`src/hw/sgc_cfg.svh`:
```
`ifndef SGC_CFG_SVH
`define SGC_CFG_SVH

// Register indices (low seven address bits)
`define SGC_GLOBAL_CONFIGURATION_IDX 7'h00
`define SGC_GSTAT_IDX 7'h01
`define SGC_WRCNT_IDX 7'h02
`define SGC_NODE_IDX 7'h03

// Address flag and datagram constants
`define SGC_WRITE_BIT 7
`define SGC_SYNC_BYTE 8'h05
`define SGC_REPLY_DEST 8'hff
`define SGC_CRC_POLY 8'h07

// Global configuration field positions
`define SGC_GC_EXTCAP 1
`define SGC_GC_SHAFT 3
`define SGC_GC_DIAG_INDEX 4
`define SGC_GC_DIAG_STEP 5
`define SGC_GC_MSTEP_FILT 6
`define SGC_GC_TEST_MODE 7

// Reset values
`define SGC_GLOBAL_CONFIGURATION_RST 10'h040
`define SGC_GSTAT_RST 3'h1
`define SGC_WRCNT_RST 8'h00
`define SGC_NODE_RST 4'h0

// Node configuration field: reply delay in bits 11:8
`define SGC_NODE_LSB 8

`endif

```
`src/hw/sgc_pkg.sv`:
```
package sgc_pkg;

  // Received datagram, already deframed by the line receiver
  typedef struct packed {
    logic valid;
    logic [7:0] sync;
    logic [7:0] node;
    logic [7:0] addr;
    logic [31:0] data;
    logic [7:0] crc;
  } sgc_dgram_t;

  // Read reply handed to the line transmitter
  typedef struct packed {
    logic valid;
    logic [7:0] dest;
    logic [7:0] addr;
    logic [31:0] data;
  } sgc_reply_t;

  // Register access classes, one-hot except SGC_ACC_NONE, which is zero
  typedef enum logic [3:0] {
    SGC_ACC_NONE = 4'h0,
    SGC_ACC_RO = 4'h1,
    SGC_ACC_WO = 4'h2,
    SGC_ACC_RW = 4'h4,
    SGC_ACC_RWC = 4'h8
  } sgc_access_t;

endpackage

```
`src/hw/sgc_crc8.sv`:
```
`timescale 1ns/1ps
`include "sgc_cfg.svh"

// Bit-serial CRC8 unrolled over a whole datagram, LSB of each byte first
module sgc_crc8 (
  input wire logic [55:0] msg,
  output logic [7:0] crc_short,
  output logic [7:0] crc_long
);

  logic [7:0] chain [0:56];

  assign chain[0] = 8'h00;

  // One shift stage per message bit, zero initial value
  genvar k;
  generate
    for (k = 0; k < 56; k = k + 1) begin : g_bit
      wire fb = chain[k][7] ^ msg[k];
      assign chain[k+1] = {chain[k][6:0], 1'b0} ^
                          (fb ? `SGC_CRC_POLY : 8'h00);
    end
  endgenerate

  // Read requests cover three bytes, writes seven
  assign crc_short = chain[24];
  assign crc_long = chain[56];

endmodule

```
`src/hw/sgc_regs.sv`:
```
`timescale 1ns/1ps
`include "sgc_cfg.svh"

module sgc_regs (
  input wire logic clk,
  input wire logic arst_n,
  input sgc_pkg::sgc_dgram_t dgram,
  input wire logic [1:0] node_sel,
  input wire logic [1:0] status_flag,
  input wire logic dir_in,
  input wire logic diag_normal,
  input wire logic index_flag,
  input wire logic gen_step,
  input wire logic fullstep_fast,
  input wire logic [19:0] step_time_raw,
  input wire logic [19:0] step_time_filt,
  output sgc_pkg::sgc_reply_t reply,
  output logic [9:0] global_configuration,
  output logic pump_cap_fitted,
  output logic dir_motor,
  output logic diag_out,
  output logic step_filter_on,
  output logic [19:0] step_interval_readback,
  output logic dir_analog_test_en,
  output logic [3:0] reply_delay
);

  // Reset release through two flops
  logic rst_s1_ff;
  logic rst_n_ff;
  always_ff @(posedge clk or negedge arst_n) begin
    if (!arst_n) begin
      rst_s1_ff <= 1'b0;
      rst_n_ff <= 1'b0;
    end else begin
      rst_s1_ff <= 1'b1;
      rst_n_ff <= rst_s1_ff;
    end
  end

  // CRC over sync, node, address and data as transmitted
  logic [55:0] crc_msg;
  logic [7:0] crc_short;
  logic [7:0] crc_long;
  assign crc_msg = {dgram.data[7:0], dgram.data[15:8], dgram.data[23:16],
                    dgram.data[31:24], dgram.addr, dgram.node, dgram.sync};

  sgc_crc8 u_crc (
    .msg(crc_msg),
    .crc_short(crc_short),
    .crc_long(crc_long)
  );

  // Datagram decode
  wire is_write;
  wire [6:0] reg_idx;
  wire own_node;
  wire crc_ok;
  wire accepted;
  wire wr_ok;
  wire rd_ok;
  assign is_write = dgram.addr[`SGC_WRITE_BIT];
  assign reg_idx = dgram.addr[6:0];
  assign own_node = dgram.node == {6'h00, node_sel};
  assign crc_ok = is_write ? (crc_long == dgram.crc)
                           : (crc_short == dgram.crc);
  assign accepted = dgram.valid && own_node && crc_ok &&
                    dgram.sync == `SGC_SYNC_BYTE;
  assign wr_ok = accepted && is_write;
  assign rd_ok = accepted && !is_write;

  sgc_pkg::sgc_access_t acc_class;
  assign acc_class = (reg_idx == `SGC_GLOBAL_CONFIGURATION_IDX) ? sgc_pkg::SGC_ACC_RW :
                     (reg_idx == `SGC_GSTAT_IDX) ? sgc_pkg::SGC_ACC_RWC :
                     (reg_idx == `SGC_WRCNT_IDX) ? sgc_pkg::SGC_ACC_RO :
                     (reg_idx == `SGC_NODE_IDX) ? sgc_pkg::SGC_ACC_WO :
                     sgc_pkg::SGC_ACC_NONE;

  // Permissions follow the class; unmapped indices take nothing
  wire can_write;
  wire can_read;
  assign can_write = acc_class == sgc_pkg::SGC_ACC_RW ||
                     acc_class == sgc_pkg::SGC_ACC_RWC ||
                     acc_class == sgc_pkg::SGC_ACC_WO;
  assign can_read = acc_class == sgc_pkg::SGC_ACC_RW ||
                    acc_class == sgc_pkg::SGC_ACC_RWC ||
                    acc_class == sgc_pkg::SGC_ACC_RO;

  wire wr_global_configuration;
  wire wr_gstat;
  wire wr_node;
  assign wr_global_configuration = wr_ok && can_write && reg_idx == `SGC_GLOBAL_CONFIGURATION_IDX;
  assign wr_gstat = wr_ok && can_write && reg_idx == `SGC_GSTAT_IDX;
  assign wr_node = wr_ok && can_write && reg_idx == `SGC_NODE_IDX;

  // Register state
  logic [9:0] global_configuration_ff;
  logic [2:0] gstat_ff;
  logic [7:0] wrcnt_ff;
  logic [3:0] node_ff;
  logic [9:0] nxt_global_configuration;
  logic [2:0] nxt_gstat;
  logic [7:0] nxt_wrcnt;
  logic [3:0] nxt_node;

  // all ten bits stored, software keeps 0 and 2 low
  assign nxt_global_configuration = wr_global_configuration ? dgram.data[9:0] : global_configuration_ff;
  // one clears, zero keeps, new event wins
  assign nxt_gstat = (gstat_ff & ~(wr_gstat ? dgram.data[2:0] : 3'h0)) |
                     {status_flag, 1'b0};
  // Counts every correct write, wrapping at 255
  assign nxt_wrcnt = wr_ok ? wrcnt_ff + 8'h01 : wrcnt_ff;
  assign nxt_node = wr_node ? dgram.data[`SGC_NODE_LSB +: 4] : node_ff;

  always_ff @(posedge clk or negedge rst_n_ff) begin
    if (!rst_n_ff) begin
      global_configuration_ff <= `SGC_GLOBAL_CONFIGURATION_RST;
      gstat_ff <= `SGC_GSTAT_RST;
      wrcnt_ff <= `SGC_WRCNT_RST;
      node_ff <= `SGC_NODE_RST;
    end else begin
      global_configuration_ff <= nxt_global_configuration;
      gstat_ff <= nxt_gstat;
      wrcnt_ff <= nxt_wrcnt;
      node_ff <= nxt_node;
    end
  end

  // Read data selection; hidden or unmapped registers give zero
  wire [31:0] rd_raw;
  wire [31:0] rd_data;
  assign rd_raw = (reg_idx == `SGC_GLOBAL_CONFIGURATION_IDX) ? {22'h00_0000, global_configuration_ff} :
                  (reg_idx == `SGC_GSTAT_IDX) ? {29'h0000_0000, gstat_ff} :
                  (reg_idx == `SGC_WRCNT_IDX) ? {24'h00_0000, wrcnt_ff} :
                  32'h0000_0000;
  assign rd_data = can_read ? rd_raw : 32'h0000_0000;

  // Reply is a one-cycle pulse one clock after an accepted read
  sgc_pkg::sgc_reply_t reply_ff;
  sgc_pkg::sgc_reply_t nxt_reply;
  assign nxt_reply.valid = rd_ok;
  assign nxt_reply.dest = `SGC_REPLY_DEST;
  assign nxt_reply.addr = {1'b0, reg_idx};
  assign nxt_reply.data = rd_data;

  always_ff @(posedge clk or negedge rst_n_ff) begin
    if (!rst_n_ff) begin
      reply_ff <= '0;
    end else if (rd_ok) begin
      reply_ff <= nxt_reply;
    end else begin
      reply_ff.valid <= 1'b0;
    end
  end

  // Step toggle for the diagnostic pin
  logic step_tgl_ff;
  wire nxt_step_tgl;
  assign nxt_step_tgl = gen_step ? ~step_tgl_ff : step_tgl_ff;

  // Configuration effects, computed from the stored bits
  wire nxt_dir_motor;
  wire nxt_diag;
  wire nxt_filter_on;
  wire [19:0] nxt_interval;
  assign nxt_dir_motor = dir_in ^ global_configuration_ff[`SGC_GC_SHAFT];
  // index flag on diag, takes priority over step view
  assign nxt_diag = global_configuration_ff[`SGC_GC_DIAG_INDEX] ? index_flag :
                    global_configuration_ff[`SGC_GC_DIAG_STEP] ? nxt_step_tgl :
                    diag_normal;
  // filter only above the fullstep threshold
  assign nxt_filter_on = global_configuration_ff[`SGC_GC_MSTEP_FILT] && fullstep_fast;
  assign nxt_interval = nxt_filter_on ? step_time_filt : step_time_raw;

  // Output flops so no pin sees decode glitches
  logic pump_cap_ff;
  logic dir_motor_ff;
  logic diag_ff;
  logic filter_on_ff;
  logic [19:0] interval_ff;
  logic test_en_ff;
  always_ff @(posedge clk or negedge rst_n_ff) begin
    if (!rst_n_ff) begin
      step_tgl_ff <= 1'b0;
      pump_cap_ff <= 1'b0;
      dir_motor_ff <= 1'b0;
      diag_ff <= 1'b0;
      filter_on_ff <= 1'b0;
      interval_ff <= 20'h0_0000;
      test_en_ff <= 1'b0;
    end else begin
      step_tgl_ff <= nxt_step_tgl;
      pump_cap_ff <= global_configuration_ff[`SGC_GC_EXTCAP];
      dir_motor_ff <= nxt_dir_motor;
      diag_ff <= nxt_diag;
      filter_on_ff <= nxt_filter_on;
      interval_ff <= nxt_interval;
      test_en_ff <= global_configuration_ff[`SGC_GC_TEST_MODE];
    end
  end

  assign reply = reply_ff;
  assign global_configuration = global_configuration_ff;
  assign pump_cap_fitted = pump_cap_ff;
  assign dir_motor = dir_motor_ff;
  assign diag_out = diag_ff;
  assign step_filter_on = filter_on_ff;
  assign step_interval_readback = interval_ff;
  assign dir_analog_test_en = test_en_ff;
  assign reply_delay = node_ff;

endmodule

```
`config.mk`:
```
export PLATFORM = sky130hd
export DESIGN_NAME = sgc_regs
export DESIGN_NICKNAME = d
export VERILOG_FILES = /design/src/hw/sgc_pkg.sv /design/src/hw/sgc_crc8.sv /design/src/hw/sgc_regs.sv
export VERILOG_INCLUDE_DIRS = /design/src /design/src/hw
export SDC_FILE = /design/constraint.sdc
export NUM_CORES = 1
export LEC_CHECK = 0
export ABC_AREA = 1
export BUFFER_PORTS_ARGS = -buffer_cell sky130_fd_sc_hd__buf_4
export CORE_ASPECT_RATIO = 1.1
export CORE_UTILIZATION = 40
export CTS_BUF_LIST = sky130_fd_sc_hd__clkbuf_8
export CTS_CLUSTER_DIAMETER = 100
export DETAILED_ROUTE_END_ITERATION = 7
export GPL_TIMING_DRIVEN = 0
export RECOVER_POWER = 100
export SLEW_MARGIN = 20
export SYNTH_ARGS = -nofsm -noshare
export SYNTH_HDL_FRONTEND = slang
export SYNTH_SLANG_ARGS = --single-unit
```
`constraint.sdc`:
```
create_clock -name clk -period 2.87 [get_ports clk]
set_clock_uncertainty 0.1 [all_clocks]
set_input_delay 0.1435 -clock clk [delete_from_list [all_inputs] [get_ports clk]]
set_output_delay 0.1435 -clock clk [all_outputs]
set_load 0.02 [all_outputs]
```
==> metrics.log <==
INFO  metric outcome = finished, violations left
INFO  metric violations = negative setup slack
INFO  metric synth_enable_flop_cells = 0
INFO  metric drt-total-wl = 25120 um
INFO  metric cts_bufs_inserted = 9
INFO  metric die-width = 128.5 um
INFO  metric detailedRoute.firstPassIterationCount = 5
INFO  metric yosys_most_used_dff = dfrtp_1
INFO  metric post-synth-top-area-cell = dfrtp_1
INFO  metric total_power = 0.01230 W
INFO  metric gr-total-overflow = 0
INFO  metric setup_repair_after_global_routing_missed_its_margin = yes
INFO  metric synth.cell_area = 7035 um^2
INFO  metric minimum_setup_slack_among_reg_to_reg_paths = 0.64 ns
INFO  metric multi_input_comb_area = 6754 um^2
INFO  metric layout.filler_cells = 1451
INFO  metric die_height = 141.1 um
INFO  metric critPathSlowestCell = ha_4
INFO  metric number_of_different_library_cells_in_the_post_synthesis_netlist = 36
INFO  metric avgViaCountPerCell = 4.983
INFO  metric ys_async_sr_fraction = 100.0%
INFO  metric cp.required = 3.01 ns
INFO  metric worstHoldPathType = in2async
INFO  metric worst-path-max-fanout = 6
INFO  metric reg2reg_to = gstat_ff[1]$_DFF_PN0_
INFO  metric yosys.cell_count.top_type = nand2_1
INFO  metric post-synth-top-area-fraction = 24.90%
INFO  metric setup.worst_path.end_class = flop
INFO  metric maximum_number_of_pins_on_one_net_before_global_route_repair = 41
INFO  metric worst_setup_start_kind = input pin
INFO  metric final-seq-area = 1804 um^2
INFO  metric grtUsageMet1 = 30.61%
INFO  metric number_of_global_route_vias_before_repair = 7648
INFO  metric per_instance_average_area_after_synthesis = 6.139 um^2
INFO  metric tightestPinTransition = 1.264 ns
INFO  metric cts.htree.levels = 3
INFO  metric die-area = 18120 um^2
INFO  metric max_freq = 0.2184 GHz
INFO  metric postLayoutCoreUtil = 71.01%
INFO  metric global_route_met2_usage = 45.09%
INFO  metric cts_tree = done
INFO  metric p_leak = 6.274 nW
INFO  metric dpl.hpwl = 17350 um
INFO  metric criticalPathCategory = in2reg
INFO  metric critical-path-top-delay-family = simple AND/OR/NAND/NOR gates
INFO  metric cpMostUsedCell = nand2_4
INFO  metric post_route_cells_drive_above_1_share = 50.00%
INFO  metric critical_path.max_stage_delay = 0.28 ns
INFO  metric netlist_instances = 1146
INFO  metric layout-area-overhead-vs-synth = 73.02%
INFO  metric antenna_found_initial = 0
INFO  metric wl_per_cell = 14.76 um
INFO  metric maxSlewHeadroom = 15.71%
INFO  metric placement.io_buffers = 179
INFO  metric final-hold-violation-count = 0
INFO  metric antenna-diode-count = 0
INFO  metric starting_utilization_of_the_core_area = 41.04%
INFO  metric yosys_warnings = 0
INFO  metric core.rowCount = 50
INFO  metric synthTopCellsByArea = dfrtp_1 (25%), nand2_1 (24%), nand3_1 (13%)
INFO  metric synth.cells.most_frequent = nand2_1 (450), nand3_1 (183), inv_1 (111)
INFO  metric maxCapViolations = 0
INFO  metric reg2reg_from = rst_n_ff$_DFF_PN0_
INFO  metric critical_path_arrival = 4.72 ns
INFO  metric gr-usage-met3 = 2.770%
INFO  metric timing.final.crit_period = 4.578 ns
INFO  metric worst_setup_hold_path_clk_slew = 0.08 ns
INFO  metric maxSlewViolCount = 0
INFO  metric worst_slack = -1.708 ns
INFO  metric ant_nets = 0
INFO  metric critical_path.n_buffers_inverters = 7
INFO  metric cts_buffer_depth = 2
INFO  metric clk_root_buffer_cell = clkbuf_8
INFO  metric vias = 8481
INFO  metric finalNetCount = 1583
INFO  metric clock_sinks = 72
INFO  metric wire_length_of_the_first_global_routing_pass = 35470 um
INFO  metric clk_latency = 0.34 ns
INFO  metric p_per_area = 1011 nW/um^2
INFO  metric grt_usage = 24.55%
INFO  metric top_level_ports = 204
INFO  metric gp_congestion = 0.8890
INFO  metric drc = 0
INFO  metric synth.yosys.seq_area_share = 25.64%
INFO  metric placeableCoreArea = 17140 um^2
INFO  metric power.ir.vdd_worst = 0.9313 mV
INFO  metric drt_iter0_markers = 330
INFO  metric reg2regPathDepth = 1
INFO  metric final.period_utilization = 159.5%
INFO  metric setup_viol = 44
INFO  metric grt_busiest_layer = met2
INFO  metric synth-seq-cells = 72
[report_power, final]
group / internal [W] / leakage, nW / switching, W
registers: 0.00104 / 0.915 / 0.0000166
clock network: 0.000446 / 0.101 / 0.000372
logic: 0.00376 / 5.26 / 0.00667
[cell type report]
class | instances | area share [%]
Multi-Input combinational cell | 912 | 55.48
Timing Repair Buffer | 284 | 17.87
Sequential cell | 72 | 14.82
Inverter | 140 | 4.862
Buffer | 44 | 2.857
Tap cell | 234 | 2.405
Clock buffer | 11 | 1.244
Clock inverter | 5 | 0.4523
[per-layer routing]
| layer | up-vias | share of wire, % |
|---|---|---|
| met5 | - | 0.024 |
| met1 | 3962 | 41 |
| met3 | 38 | 4.9 |
| li1 | 4231 | - |
| met2 | 248 | 52 |
| met4 | 2 | 1.7 |
[worst max-delay path by stage]
| stage | startpoint | to | slack, ns | depth (start not counted) |
|---|---|---|---|---|
| floorplan | dgram[60] | reply[3]$_DFFE_PN0P_ | -1.19 | 49 |
| global placement | dgram[59] | global_configuration[3]$_DFFE_PN0P_ | -2.05 | 48 |
| detailed placement | dgram[59] | reply_delay[1]$_DFFE_PN0P_ | -2.08 | 47 |
| CTS | dgram[60] | reply[3]$_DFFE_PN0P_ | -1.45 | 47 |
| global route | dgram[59] | global_configuration[3]$_DFFE_PN0P_ | -1.99 | 46 |
| finish | dgram[59] | global_configuration[3]$_DFFE_PN0P_ | -1.71 | 47 |
[state kept, by name (all words and copies together) (netlist names)]
register	count
pump_cap_fitted	1
global_configuration	10
rst_n_ff	1
wrcnt_ff	8
reply	19
gstat_ff	3
rst_s1_ff	1
dir_motor	1
step_interval_readback	20
reply_delay	4
diag_out	1
step_tgl_ff	1
dir_analog_test_en	1
step_filter_on	1
[timing repair]
action / CTS / global route
gates cloned: 1 / 2
pin swaps: 59 / 143
resized for setup: 170 / 338
buffers inserted: 24 / 21
endpoints found under the setup margin: 44 / 44
hold buffers: 55 / 0
endpoints found under the hold margin: 35 / 0
[cell usage in the layout (no fill, tap or decap), drive strengths merged]
cell	instances
dfstp	2
o21ai	36
a31oi	1
o22ai	1
dfrtp	70
xnor2	2
clkinv	3
a21oi	7
dlygate4sd3	55
buf	202
or2	1
nand4	10
inv	138
nor4	8
clkinvlp	3
nand2b	1
clkbuf	82
nand3b	5
nand3	210
nand2	549
nor2	36
nor3	9
conb	24
bufinv	1
ha	4
xor2	8
[kinds of logic after synthesis]
logic type	count (synthesis)	share of synthesized area, %
other	2	0.1067
AOI/OAI and AO/OA	45	4.037
xor gates and xnor gates	10	1.245
buffers and inverters	184	12.22
and+or+nand+nor	829	56.04
DFF	72	25.64
adders and majority gates	4	0.7114
[per-stage QoR]
step,instance area [um^2],instances,hold slack [ns],setup TNS (ns),worst slack (ns)
2_1_floorplan,7366,1168,-0.2521,-48.39,-1.186
3_3_place_gp,9002,1581,-0.1736,-104.91,-2.051
3_5_place_dp,9037,1583,-0.1714,-85.87,-2.076
4_1_cts,10710,1679,0.001912,-61.29,-1.447
5_1_grt,12170,1702,0.02663,-84.07,-1.986
6_report,12170,1702,0.03646,-72.25,-1.708
Power figures use the tool's default switching activity.
